**src/hw/crypto_pkg.sv**
```systemverilog
package crypto_pkg;

	// cipher key build-up
	localparam int VEC_BITS = 24;
	localparam int SECRET_BITS = 232;
	localparam int CKEY_BITS = 256;
	localparam logic [23:0] VEC_RESET = 24'h000000;
	localparam logic [5:0] CKEY_B_SHORT = 6'h08;
	localparam logic [5:0] CKEY_B_LONG = 6'h10;
	localparam logic [5:0] CKEY_B_152 = 6'h13;
	localparam logic [5:0] CKEY_B_256 = 6'h20;
	localparam logic [7:0] SBOX_LAST = 8'hff;
	localparam logic [11:0] KSA_LAST_CYCLE = 12'h3ff;

	// integrity checksum
	localparam logic [31:0] CRC_INIT = 32'hffffffff;
	localparam logic [31:0] CRC_POLY = 32'hedb88320;
	localparam logic [31:0] CRC_RESIDUE = 32'hdebb20e3;
	localparam logic [1:0] ICV_LAST = 2'h3;

	typedef enum logic [1:0] {
		KL_SHORT = 2'b00, // 40-bit secret
		KL_LONG = 2'b01, // 104-bit secret
		KL_128 = 2'b10,
		KL_232 = 2'b11
	} key_len_t;

	typedef struct packed {
		logic [SECRET_BITS-1:0] secret;
		key_len_t len;
	} key_slot_t;

	typedef struct packed {
		logic [7:0] data;
		logic last;
	} beat_t;

	typedef enum logic [3:0] {
		S_IDLE = 4'b0000,
		S_FILL = 4'b0001,
		S_K_RI = 4'b0010,
		S_K_RJ = 4'b0011,
		S_K_W1 = 4'b0100,
		S_K_W2 = 4'b0101,
		S_G_WAIT = 4'b0110,
		S_G_RJ = 4'b0111,
		S_G_W1 = 4'b1000,
		S_G_W2 = 4'b1001,
		S_G_RD = 4'b1010,
		S_G_OUT = 4'b1011
	} state_t;

	// cipher key length in bytes for a secret length
	function automatic logic [5:0] ckey_bytes(input key_len_t len);
		case (len)
			KL_SHORT: ckey_bytes = CKEY_B_SHORT;
			KL_LONG: ckey_bytes = CKEY_B_LONG;
			KL_128: ckey_bytes = CKEY_B_152;
			default: ckey_bytes = CKEY_B_256;
		endcase
	endfunction

	// reflected crc-32, one byte
	function automatic logic [31:0] crc_byte(input logic [31:0] crc,
			input logic [7:0] d);
		logic [31:0] c;
		c = crc ^ {24'h000000, d};
		for (int b = 0; b < 8; b++) begin
			c = c[0] ? ((c >> 1) ^ CRC_POLY) : (c >> 1);
		end
		crc_byte = c;
	endfunction

endpackage

```
**src/hw/sbox_ram.sv**
```systemverilog
`timescale 1ns/1ps
`default_nettype none

// 256 x 8 state table, write-first registered read
module sbox_ram (
	input wire logic I_CLK,
	input wire logic I_RESET_N,
	input wire logic i_we,
	input wire logic [7:0] i_waddr,
	input wire logic [7:0] i_wdata,
	input wire logic [7:0] i_raddr,
	output logic [7:0] o_rdata
);

	logic [7:0] mem [256];

	// storage write
	always_ff @(posedge I_CLK) begin
		if (i_we) begin
			mem[i_waddr] <= i_wdata;
		end
	end

	// read with bypass so a swap is seen at once
	always_ff @(posedge I_CLK or negedge I_RESET_N) begin
		if (!I_RESET_N) begin
			o_rdata <= 8'h00;
		end else if (i_we && i_waddr == i_raddr) begin
			o_rdata <= i_wdata;
		end else begin
			o_rdata <= mem[i_raddr];
		end
	end

endmodule // sbox_ram
`default_nettype wire

```
**src/hw/packet_crypto.sv**
```systemverilog
`timescale 1ns/1ps
`default_nettype none

// Summary of operation
// [RULE1] the generator takes a cipher key of 8 to 2048 bits and yields a fixed byte stream; here it takes 64, 128, 152 or 256 bits only.
// [RULE2] transmit encrypts each byte by xor with the next stream byte.
// [RULE3] receive rebuilds the same stream from the same key and xors it back.
// [RULE4] one generator and xor path serve both directions, never at once.
// [RULE5] the cipher key is the shared secret joined with a per-packet vector.
// [RULE6] the sender steps the vector by one per packet and sends it in clear.
// [RULE7] the receiver joins the received vector with its secret to rebuild the key.
// [RULE8] the sender appends a checksum of the plain packet, encrypted with it.
// [RULE9] the receiver checks the checksum after decryption and flags failures for discard.
// [RULE10] the vector is 24 bits wide.
// [RULE11] a 40-bit secret gives a 64-bit cipher key.
// [RULE12] a 104-bit secret gives a 128-bit cipher key.
// [RULE13] 128-bit and 232-bit secrets are accepted as well.
// [RULE14] four secrets are held and the index sent with the packet picks one.
// [RULE15] the checksum is a 32-bit crc appended as the last four bytes.
module packet_crypto (
	input wire logic I_CLK,
	input wire logic I_RESET_N,
	input wire logic I_KEY_WR,
	input wire logic [1:0] I_KEY_IDX,
	input wire logic [crypto_pkg::SECRET_BITS-1:0] I_KEY_SECRET,
	input wire logic [1:0] I_KEY_LEN,
	input wire logic I_START,
	input wire logic I_DIR_RX,
	input wire logic [1:0] I_KEY_SEL,
	input wire logic [crypto_pkg::VEC_BITS-1:0] I_RX_VECTOR,
	input wire logic I_IN_VALID,
	input wire logic [7:0] I_IN_DATA,
	input wire logic I_IN_LAST,
	output logic O_IN_READY,
	output logic O_OUT_VALID,
	output logic [7:0] O_OUT_DATA,
	output logic O_OUT_LAST,
	input wire logic I_OUT_READY,
	output logic O_BUSY,
	output logic [crypto_pkg::VEC_BITS-1:0] O_TX_VECTOR,
	output logic [1:0] O_TX_KEY_SEL,
	output logic O_RX_DONE,
	output logic O_RX_DISCARD
);

	crypto_pkg::state_t state_reg;
	crypto_pkg::key_slot_t slot_reg [4];
	crypto_pkg::key_slot_t slot;
	crypto_pkg::beat_t beat_reg;
	logic dir_rx_reg;
	logic [1:0] sel_reg;
	logic [23:0] vec_reg;
	logic [23:0] tx_vec_reg;
	logic [7:0] i_reg;
	logic [7:0] j_reg;
	logic [7:0] si_reg;
	logic [7:0] sj_reg;
	logic [4:0] kidx_reg;
	logic [31:0] crc_reg;
	logic crc_phase_reg;
	logic [1:0] icv_cnt_reg;
	logic [7:0] out_data_reg;
	logic out_last_reg;
	logic [7:0] rdata;
	logic we;
	logic [7:0] waddr;
	logic [7:0] wdata;
	logic [7:0] raddr;
	logic [crypto_pkg::CKEY_BITS-1:0] ckey;
	logic [7:0] key_byte;
	logic [5:0] key_len;
	logic take;
	logic give;
	logic [7:0] plain;
	logic [31:0] crc_next;
	logic start_ok;

	////////////////////////////////////////////////////////////////////
	// secret slots, one per index
	generate
		for (genvar k = 0; k < 4; k++) begin : g_slot
			always_ff @(posedge I_CLK or negedge I_RESET_N) begin
				if (!I_RESET_N) begin
					slot_reg[k] <= '0;
				end else if (I_KEY_WR && I_KEY_IDX == 2'(k)) begin
					slot_reg[k] <= {I_KEY_SECRET, I_KEY_LEN}; // RULE11 RULE12 RULE13
				end
			end
		end
	endgenerate

	// cipher key: vector in the first three bytes, secret after
	assign slot = slot_reg[sel_reg]; // RULE14
	assign ckey = {slot.secret, vec_reg}; // RULE5 RULE10
	assign key_byte = ckey[{kidx_reg, 3'b000} +: 8];
	assign key_len = crypto_pkg::ckey_bytes(slot.len); // RULE1

	// handshakes
	assign start_ok = I_START && state_reg == crypto_pkg::S_IDLE;
	assign O_IN_READY = state_reg == crypto_pkg::S_G_WAIT && !crc_phase_reg;
	assign take = O_IN_READY && I_IN_VALID;
	assign O_OUT_VALID = state_reg == crypto_pkg::S_G_OUT;
	assign give = O_OUT_VALID && I_OUT_READY;
	assign O_OUT_DATA = out_data_reg;
	assign O_OUT_LAST = out_last_reg;
	assign O_BUSY = state_reg != crypto_pkg::S_IDLE;
	assign plain = dir_rx_reg ? out_data_reg : beat_reg.data;
	assign crc_next = crypto_pkg::crc_byte(crc_reg, plain);

	////////////////////////////////////////////////////////////////////
	// state table port control
	always_comb begin
		we = 1'b0;
		waddr = i_reg;
		wdata = rdata;
		raddr = i_reg;
		case (state_reg)
			crypto_pkg::S_FILL: begin
				we = 1'b1;
				wdata = i_reg;
			end
			crypto_pkg::S_K_RJ: raddr = 8'(j_reg + rdata + key_byte); // RULE1
			crypto_pkg::S_K_W1, crypto_pkg::S_G_W1: we = 1'b1;
			crypto_pkg::S_K_W2: begin
				we = 1'b1;
				waddr = j_reg;
				wdata = si_reg;
			end
			crypto_pkg::S_G_WAIT: raddr = 8'(i_reg + 8'h01);
			crypto_pkg::S_G_RJ: raddr = 8'(j_reg + rdata);
			crypto_pkg::S_G_W2: begin
				we = 1'b1;
				waddr = j_reg;
				wdata = si_reg;
				raddr = 8'(si_reg + sj_reg);
			end
			default: ;
		endcase
	end

	sbox_ram u_sbox (
		.I_CLK(I_CLK),
		.I_RESET_N(I_RESET_N),
		.i_we(we),
		.i_waddr(waddr),
		.i_wdata(wdata),
		.i_raddr(raddr),
		.o_rdata(rdata)
	);

	////////////////////////////////////////////////////////////////////
	// sequencer: fill, key schedule, then one byte per pass
	always_ff @(posedge I_CLK or negedge I_RESET_N) begin
		if (!I_RESET_N) begin
			state_reg <= crypto_pkg::S_IDLE;
			i_reg <= 8'h00;
			j_reg <= 8'h00;
			si_reg <= 8'h00;
			sj_reg <= 8'h00;
			kidx_reg <= 5'h00;
		end else begin
			case (state_reg)
				crypto_pkg::S_IDLE: begin
					i_reg <= 8'h00;
					if (start_ok) begin
						state_reg <= crypto_pkg::S_FILL; // RULE4
					end
				end
				crypto_pkg::S_FILL: begin
					i_reg <= 8'(i_reg + 8'h01);
					j_reg <= 8'h00;
					kidx_reg <= 5'h00;
					if (i_reg == crypto_pkg::SBOX_LAST) begin
						state_reg <= crypto_pkg::S_K_RI;
					end
				end
				crypto_pkg::S_K_RI: state_reg <= crypto_pkg::S_K_RJ;
				crypto_pkg::S_K_RJ: begin
					si_reg <= rdata;
					j_reg <= raddr;
					state_reg <= crypto_pkg::S_K_W1;
				end
				crypto_pkg::S_K_W1: state_reg <= crypto_pkg::S_K_W2;
				crypto_pkg::S_K_W2: begin
					i_reg <= 8'(i_reg + 8'h01);
					kidx_reg <= (6'(kidx_reg) == 6'(key_len - 6'h01)) ?
						5'h00 : 5'(kidx_reg + 5'h01); // RULE5
					if (i_reg == crypto_pkg::SBOX_LAST) begin
						j_reg <= 8'h00;
						state_reg <= crypto_pkg::S_G_WAIT;
					end else begin
						state_reg <= crypto_pkg::S_K_RI;
					end
				end
				crypto_pkg::S_G_WAIT: begin
					if (take || crc_phase_reg) begin
						i_reg <= raddr;
						state_reg <= crypto_pkg::S_G_RJ;
					end
				end
				crypto_pkg::S_G_RJ: begin
					si_reg <= rdata;
					j_reg <= raddr;
					state_reg <= crypto_pkg::S_G_W1;
				end
				crypto_pkg::S_G_W1: begin
					sj_reg <= rdata;
					state_reg <= crypto_pkg::S_G_W2;
				end
				crypto_pkg::S_G_W2: state_reg <= crypto_pkg::S_G_RD;
				crypto_pkg::S_G_RD: state_reg <= crypto_pkg::S_G_OUT;
				crypto_pkg::S_G_OUT: begin
					if (give) begin
						state_reg <= out_last_reg ? crypto_pkg::S_IDLE :
							crypto_pkg::S_G_WAIT;
					end
				end
				default: state_reg <= crypto_pkg::S_IDLE;
			endcase
		end
	end

	// packet context: direction, key slot, vector
	always_ff @(posedge I_CLK or negedge I_RESET_N) begin
		if (!I_RESET_N) begin
			dir_rx_reg <= 1'b0;
			sel_reg <= 2'b00;
			vec_reg <= crypto_pkg::VEC_RESET;
			tx_vec_reg <= crypto_pkg::VEC_RESET;
		end else if (start_ok) begin
			dir_rx_reg <= I_DIR_RX;
			sel_reg <= I_KEY_SEL; // RULE14
			if (I_DIR_RX) begin
				vec_reg <= I_RX_VECTOR; // RULE7
			end else begin
				vec_reg <= tx_vec_reg;
				tx_vec_reg <= 24'(tx_vec_reg + 24'h000001); // RULE6
			end
		end
	end
	assign O_TX_VECTOR = vec_reg; // RULE6
	assign O_TX_KEY_SEL = sel_reg;

	// byte capture: input data, or checksum bytes after the last one
	always_ff @(posedge I_CLK or negedge I_RESET_N) begin
		if (!I_RESET_N) begin
			beat_reg <= '0;
		end else if (take) begin
			beat_reg <= {I_IN_DATA, I_IN_LAST && dir_rx_reg};
		end else if (state_reg == crypto_pkg::S_G_WAIT && crc_phase_reg) begin
			beat_reg <= {~crc_reg[{icv_cnt_reg, 3'b000} +: 8],
				icv_cnt_reg == crypto_pkg::ICV_LAST}; // RULE8 RULE15
		end
	end

	// xor with the keystream byte, held until accepted
	always_ff @(posedge I_CLK or negedge I_RESET_N) begin
		if (!I_RESET_N) begin
			out_data_reg <= 8'h00;
			out_last_reg <= 1'b0;
		end else if (state_reg == crypto_pkg::S_G_RD) begin
			out_data_reg <= beat_reg.data ^ rdata; // RULE2 RULE3
			out_last_reg <= beat_reg.last;
		end
	end

	// checksum over the plain bytes
	always_ff @(posedge I_CLK or negedge I_RESET_N) begin
		if (!I_RESET_N) begin
			crc_reg <= crypto_pkg::CRC_INIT;
			crc_phase_reg <= 1'b0;
			icv_cnt_reg <= 2'b00;
		end else if (start_ok) begin
			crc_reg <= crypto_pkg::CRC_INIT;
			crc_phase_reg <= 1'b0;
			icv_cnt_reg <= 2'b00;
		end else if (take && I_IN_LAST && !dir_rx_reg) begin
			crc_phase_reg <= 1'b1; // RULE8
			crc_reg <= crypto_pkg::crc_byte(crc_reg, I_IN_DATA);
		end else if (take && !dir_rx_reg) begin // rx folds bytes on output
			crc_reg <= crypto_pkg::crc_byte(crc_reg, I_IN_DATA);
		end else if (state_reg == crypto_pkg::S_G_WAIT && crc_phase_reg) begin
			icv_cnt_reg <= 2'(icv_cnt_reg + 2'b01); // RULE15
		end else if (give && dir_rx_reg) begin
			crc_reg <= crc_next; // RULE9
		end
	end

	// receive verdict on the last byte
	always_ff @(posedge I_CLK or negedge I_RESET_N) begin
		if (!I_RESET_N) begin
			O_RX_DONE <= 1'b0;
			O_RX_DISCARD <= 1'b0;
		end else begin
			O_RX_DONE <= give && dir_rx_reg && out_last_reg;
			O_RX_DISCARD <= give && dir_rx_reg && out_last_reg &&
				crc_next != crypto_pkg::CRC_RESIDUE; // RULE9
		end
	end

	logic [11:0] ksa_cnt;
	always_ff @(posedge I_CLK or negedge I_RESET_N) begin
		if (!I_RESET_N) begin
			ksa_cnt <= 12'h000;
		end else if (state_reg == crypto_pkg::S_FILL) begin
			ksa_cnt <= 12'h000;
		end else if (state_reg inside {crypto_pkg::S_K_RI,
				crypto_pkg::S_K_RJ, crypto_pkg::S_K_W1, crypto_pkg::S_K_W2}) begin
			ksa_cnt <= 12'(ksa_cnt + 12'h001);
		end
	end
endmodule // packet_crypto
`default_nettype wire

```
**config.mk**
```make
export PLATFORM = sky130hd
export DESIGN_NAME = packet_crypto
export DESIGN_NICKNAME = d
export VERILOG_FILES = /design/src/hw/crypto_pkg.sv /design/src/hw/sbox_ram.sv /design/src/hw/packet_crypto.sv
export SDC_FILE = /design/constraint.sdc
export NUM_CORES = 2
export LEC_CHECK = 0
export ABC_AREA = 1
export ABC_CLOCK_PERIOD_IN_PS = 24200
export BUFFER_PORTS_ARGS = -buffer_cell sky130_fd_sc_hd__buf_2
export CORE_ASPECT_RATIO = 1.4
export CORE_MARGIN = 1.5
export CORE_UTILIZATION = 50
export CTS_BUF_LIST = sky130_fd_sc_hd__clkbuf_4
export DETAILED_ROUTE_END_ITERATION = 6
export PLACE_DENSITY = 0.71
export SLEW_MARGIN = 20
export SYNTH_ARGS = -nofsm -noshare
export SYNTH_HDL_FRONTEND = slang
export SYNTH_HIERARCHICAL = 1
export SYNTH_SLANG_ARGS = --single-unit
```
**constraint.sdc**
```tcl
create_clock -name I_CLK -period 24.2 [get_ports I_CLK]
set_input_delay 4.84 -clock I_CLK [delete_from_list [all_inputs] [get_ports I_CLK]]
set_output_delay 4.84 -clock I_CLK [all_outputs]
set_load 0.01 [all_outputs]
```
Word level (Yosys, flattened, before mapping)
Memory sizes are Yosys's and may differ from the RTL's. A register that Yosys moved wholly into a read port is not among the register bits.
Cells that the tools add are included.
{"block": "op_classes", "order_cmp": 1, "n_reduce_logical": 41, "muxes": 54, "shifts": 2, "n_bitwise": 22, "n_addsub": 8, "eq_ne": 28}
{"operator": "2-to-1 mux 32 bit", "n": 21}
{"operator": "binary-select mux 234 bit (select 2 bit)", "n": 1}
{"operator": "2-to-1 mux 234 bit", "n": 2}
{"operator": "indexed part select 256 x 9 -> 8 bit", "n": 1}
{"operator": "inverter 13 -> 14 bit", "n": 16}
{"operator": "bitwise XOR 32 x 8 -> 32 bit", "n": 2}
{"operator": "one-hot mux 4 bit (12 select lines)", "n": 1}
{"operator": "one-hot mux 8 bit (3 select lines)", "n": 2}
{"operator": "2-to-1 mux 8 bit", "n": 4}
{"operator": "inequality test 32 bit (second input constant)", "n": 1}
{"operator": "one-hot mux 8 bit (4 select lines)", "n": 1}
{"operator": "indexed part select 32 x 6 -> 8 bit", "n": 1}
{"operator": "adder 24 x 1 -> 24 bit (second input constant)", "n": 1}
{"operator": "adder 8 bit", "n": 3}
{"operator": "2-to-1 mux 24 bit", "n": 1}
{"operator": "2-to-1 mux 9 bit", "n": 2}
{"operator": "one-hot mux 6 bit (3 select lines)", "n": 1}
{"operator": "equality test 4 x 3 -> 1 bit (second input constant)", "n": 4}
{"operator": "equality test 4 bit (second input constant)", "n": 4}
{"operator": "logical AND 1 bit", "n": 16}
{"operator": "2-to-1 mux 4 bit", "n": 4}
{"operator": "one-hot mux 8 bit (2 select lines)", "n": 1}
{"operator": "inequality test 2 bit (second input constant)", "n": 6}
{"operator": "one-hot mux 5 bit (2 select lines)", "n": 1}
{"operator": "33 further kinds", "n": 59}
{"block": "word_totals", "memories": 1, "wordCells": 184, "output_inout_bits": 40, "inputBits": 278, "mem_bits_rw": 2048, "register_bits": 1083}
{"memory": "u_sbox.mem", "words": 256, "word_bits": 8, "read_ports": 1, "rd_clocked_by_memory_dff": 1, "write_ports": 1, "line": "sbox_ram.sv:15", "source": "logic [7:0] mem [256];"}

Depth between registers and ports, before layout
{"block": "logic_depth", "depth_word": 23, "ltp_mapped": 35, "depth_no_buf": 31}

Cells and area by module
The synthesis kept the hierarchy.
{"module": "sbox_ram", "cells_per_inst": 7046, "area_per_inst_um2": 83595.2, "seq_area_each_um2": 61699.2, "n_inst": 1}
{"module": "packet_crypto", "cells_per_inst": 6279, "area_per_inst_um2": 52121.2, "seq_area_each_um2": 27141.0, "n_inst": 1}

Least setup slack after synthesis
Ideal clock, no wire load.
{"block": "synth_timing", "kind": "register -> register", "startpoint": "register state_reg[0]", "endpoint": "memory u_sbox.mem[0][2], data pin", "n_path_buf": 0, "period_less_slack_ns": 9.626, "stages_incl_launch_ff": 6, "setup_ns": 1.636, "slack_ns": 14.574, "t_arrival_ns": 7.990, "required_ns": 22.564, "path_cell_list": "dfrtp_1 -> inv_1 -> nor2_1 -> inv_1 -> nor2_1 -> o221ai_1"}
{"block": "synth_between", "elab_chain_len": 3, "elab_cells_between_ends": 5, "cone_classes": "3 x eq/ne; 1 x mux; 1 x reduce/logical"}
{"element": "from (decl)", "line": "packet_crypto.sv:46", "source": "crypto_pkg::state_t state_reg;"}
{"element": "from (signal assigned)", "line": "packet_crypto.sv:155", "source": "state_reg <= crypto_pkg::S_IDLE;"}
{"element": "from (signal assigned)", "line": "packet_crypto.sv:166", "source": "state_reg <= crypto_pkg::S_FILL;"}
{"element": "from (signal assigned)", "line": "packet_crypto.sv:174", "source": "state_reg <= crypto_pkg::S_K_RI;"}
{"element": "equality test 4 x 3 -> 1 bit / equality test 4 bit (equally long branches)", "line": "packet_crypto.sv:117", "source": "case (state_reg)"}
{"element": "OR reduction 2 bit (no line)"}
{"element": "one-hot mux 8 bit (2 select lines) (*)", "line": "packet_crypto.sv:117"}
{"element": "via wdata[2]", "line": "packet_crypto.sv:67", "source": "logic [7:0] wdata;"}
{"element": "to (decl)", "line": "sbox_ram.sv:15"}
The timed path passes the listed nets; every way through them passes the cells marked *.

Final worst setup path
{"block": "layout_timing", "startpoint": "register sel_reg[1] (netlist: O_TX_KEY_SEL[1])", "endpoint": "register u_sbox.o_rdata[5], read port of u_sbox.mem"}
{"block": "layout_between", "elab_chain_len": 7}
{"element": "from (decl)", "line": "packet_crypto.sv:51", "source": "logic [1:0] sel_reg;"}
{"element": "from (signal assigned)", "line": "packet_crypto.sv:227", "source": "sel_reg <= 2'b00;"}
{"element": "from (signal assigned)", "line": "packet_crypto.sv:232", "source": "sel_reg <= I_KEY_SEL;"}
{"element": "inverter 2 -> 3 bit (not written as such)", "line": "packet_crypto.sv:93", "source": "assign slot = slot_reg[sel_reg];"}
{"element": "binary-select mux 234 bit (select 2 bit)", "line": "packet_crypto.sv:93"}
{"element": "2-to-1 mux 234 bit (not written as such) (2 in a row)", "line": "packet_crypto.sv:93"}
{"element": "indexed part select 256 x 9 -> 8 bit", "line": "packet_crypto.sv:95", "source": "assign key_byte = ckey[{kidx_reg, 3'b000} +: 8];"}
{"element": "adder 8 bit", "line": "packet_crypto.sv:122", "source": "crypto_pkg::S_K_RJ: raddr = 8'(j_reg + rdata + key_byte);"}
{"element": "one-hot mux 8 bit (4 select lines)", "line": "packet_crypto.sv:117"}
{"element": "via raddr[1]", "line": "packet_crypto.sv:68", "source": "logic [7:0] raddr;"}
{"element": "to (decl)", "line": "sbox_ram.sv:12", "source": "output logic [7:0] o_rdata"}
The timed path passes the listed nets, and every way through them passes these cells. The select of a mux whose other input is x is not followed.
A chain may end at the register's enable or synchronous reset.

==> flow_metrics.env <==
export IMPL_status="finished clean"
export IMPL_grt_start_max_net_pins=259
export IMPL_synthArstFlopShare=0.348
export IMPL_coreArea_um2=270000
export IMPL_power_leakage_nw=59.2
export IMPL_start_kind="flip-flop"
export IMPL_overflow=0
export IMPL_max_stage_delay_ns=0.79
export IMPL_synth_flop_cell="edfxtp_1"
export IMPL_drt_first_pass_iters=7
export IMPL_cpMostUsedCell="nand3_1"
export IMPL_ant_nets=0
export IMPL_grt_total_usage=0.283
export IMPL_fill_cells=23400
export IMPL_synth_common_cells="nand2_1 (3,498), nand3_1 (2,200), edfxtp_1 (2,048), o21ai_0 (1,534), dfrtp_1 (1,059)"
export IMPL_hold_path_class="reg -> reg"
export IMPL_worstPathRequired_ns=25.49
export IMPL_finalCritPeriodShare=0.420
export IMPL_layout_drive_gt1_share=0.123
export IMPL_rows=226
export IMPL_hold_depth=2
export IMPL_yosysTopAreaCellShare=0.453
export IMPL_fmax_mhz=98.5
export IMPL_setup_tns_ns=0
export IMPL_pre_cts_ws_ns=14.21
export IMPL_hpwlAfterDp_um=233000
export IMPL_clk_path_buf_depth=4
export IMPL_rsz0062_at_grt="false"
export IMPL_wl_um=397000
export IMPL_cts_tree="yes"
export IMPL_r2r_slack_ns=14.04
export IMPL_finalNetCount=13900
export IMPL_synth_area_leaders="edfxtp_1 (45%), dfrtp_1 (20%), nand2_1 (9.7%)"
export IMPL_r2r_end="u_sbox/o_rdata[5]$_DFF_PN0_"
export IMPL_antenna_found_initial=29
export IMPL_max_cap_violations=0
export IMPL_root_buffer="clkbuf_4"
export IMPL_grt_pass1_vias=99300
export IMPL_layout_area_seq_um2=88900
export IMPL_grt_pass1_wl_um=598000
export IMPL_critPathArrivalTime_ns=11.45
export IMPL_synth_distinct_cells=68
export IMPL_final_setup_viol_count=0
export IMPL_fin_crit_ns=10.16
export IMPL_ys_seq_area_frac=0.655
export IMPL_ctsHoldBuffers=0
export IMPL_start_util=0.502
export IMPL_endpoint_kind="flip-flop"
export IMPL_h_tree_depth=6
export IMPL_fin_skew_ns=0.138
export IMPL_hold_violations=0
export IMPL_yosys_area_top_type="edfxtp_1"
export IMPL_yosys_warnings=6
export IMPL_clock_latency_ns=1.41
export IMPL_r2r_start="O_TX_KEY_SEL[1]$_DFFE_PN0P_"
export IMPL_peakVddDrop_mv=0.257
export IMPL_largest_register_ffs=2048
export IMPL_post_cts_buffers=0
export IMPL_gp_congestion=0.910
export IMPL_area_growth_syn_to_layout_pct=9.29
export IMPL_post_drt_wl_per_cell_um=22.4
export IMPL_worst_pin_slew_ns=1.21
export IMPL_ctsResizeCount=0
export IMPL_whs_endpoint="slot_reg[506]$_DFFE_PN0P_"
export IMPL_yosysMostFrequentCell="nand2_1"
export IMPL_die_x_um=443
export IMPL_rr_worst_depth=30
export IMPL_io_pins=318
export IMPL_syn_area_per_cell_um2=10.2
export IMPL_synth_enable_flop_cells=2048
export IMPL_fin_ws_ns=14.04
export IMPL_powerDensity_nw_per_um2=156
export IMPL_relSlewSlack=0.194
export IMPL_first_iter_violations=11500
export IMPL_num_vias=103000
export IMPL_synthesis_nets=13600
export IMPL_drc=0
export IMPL_cp_max_fo=106
export IMPL_cp_slowest_cell="buf_4"
export IMPL_maxSlewViolCount=0
export IMPL_portBuffers=317
export IMPL_path_class="reg -> reg"
export IMPL_path_clk_slew_ns=0.07
export IMPL_multi_input_area_um2=41300
export IMPL_netlist_instances=13300
export IMPL_die_h_um=619
export IMPL_ys_seq_elements=3139
export IMPL_synth_area_um2=136000
export IMPL_cts_buffers=724
export IMPL_holdCritStartpoint="slot_reg[506]$_DFFE_PN0P_"
export IMPL_viasPerCell=5.84
export IMPL_die_area_um2=275000
export IMPL_clock_sinks=3139
-- placed cells by master (no fill, tap or decap), types with 13 or more instances in the layout --
master and n:
o22ai_1 149, buf_4 140, o21ai_0 1531, xor2_1 146
dfrtp_1 1054, edfxtp_1 2048, o2111ai_1 13, nand2_2 21
ha_1 26, a32o_1 14, nand4_1 18, inv_2 23
a21oi_1 78, clkbuf_4 1038, o211ai_1 42, clkinv_2 23
diode_2 27, xnor2_1 24, buf_12 13, nor2_1 820
nand2_1 3489, nand3_1 2197, inv_1 435, o221ai_1 77
clkinv_1 161, dfstp_2 32, buf_2 316, nor3_1 15
-- where the power goes --
group / internal, mW / leakage, nW / switching (mW)
combinational: 3.04 / 21.8 / 8.64
sequential: 6.98 / 32.0 / 0.329
clock: 2.07 / 5.34 / 2.08
-- layout make-up --
type,instances,area share
repair buffers,475,0.0201
multi-input cells,8807,0.278
inverters,460,0.0120
clock buffers,1038,0.0525
clock inverters,218,0.00790
flip-flops and latches,3139,0.599
well taps,3534,0.0298
diodes,27,0.000456
-- routing by layer --
metal | vias up | GRT usage | part of all wire
met5 | - | 0 | 0.00031
met4 | 20 | 0.155 | 0.056
li1 | 47000 | - | -
met3 | 1068 | 0.0575 | 0.092
met1 | 49900 | 0.349 | 0.37
met2 | 5370 | 0.466 | 0.49
-- worst max path at each step --
stage	slack, ns	from	endpoint
CTS	14.27	O_TX_KEY_SEL[1]$_DFFE_PN0P_	u_sbox/o_rdata[5]$_DFF_PN0_
detailed placement	14.21	O_TX_KEY_SEL[1]$_DFFE_PN0P_	u_sbox/o_rdata[5]$_DFF_PN0_
global placement	14.25	O_TX_KEY_SEL[1]$_DFFE_PN0P_	u_sbox/o_rdata[5]$_DFF_PN0_
finish	14.04	O_TX_KEY_SEL[1]$_DFFE_PN0P_	u_sbox/o_rdata[5]$_DFF_PN0_
floorplan	14.57	state_reg[0]$_DFFE_PN0P_	u_sbox/mem[0][2]$_DFFE_PP_
global route	13.64	O_TX_KEY_SEL[1]$_DFFE_PN0P_	u_sbox/o_rdata[5]$_DFF_PN0_
-- critical path, delay by kind of cell, from the launching register on --
family / cells / cell delay, ns
buffers and inverters: 8 / 4.96
AND/OR/NAND/NOR: 14 / 2.51
adder cells (fa/ha/maj): 2 / 0.73
flip-flops: 1 / 0.45
AO/OA/AOI/OAI: 6 / 1.15
-- metrics by stage --
| stage | instance area [µm²] | util | cells | hold slack, ns | total power, mW |
|---|---|---|---|---|---|
| floorplan | 136000 | - | 13300 | 0.442 | 15.5 |
| global placement | 139000 | 0.515 | 16400 | 0.456 | 18.7 |
| detailed placement | 139000 | 0.515 | 16400 | 0.468 | 18.8 |
| CTS | 148000 | 0.548 | 17700 | 0.482 | 23.0 |
| global route | 148000 | 0.549 | 17700 | 0.499 | 24.4 |
| finish | 148000 | 0.549 | 17700 | 0.478 | 23.1 |
-- logic make-up (layout without fill, tap and decap cells) --
logic type / count (synthesis) / count (layout) / synth area share
xor+xnor: 188 / 188 / 0.0136
other cells: 0 / 27 / 0
mux: 3 / 3 / 0.000221
compound gates: 1972 / 1972 / 0.0793
fa+ha+maj: 29 / 29 / 0.00284
simple gates: 6615 / 6615 / 0.206
flops: 3139 / 3139 / 0.655
buf+inv: 1379 / 2191 / 0.0435
No activity file was read; power rests on OpenSTA's default activity.
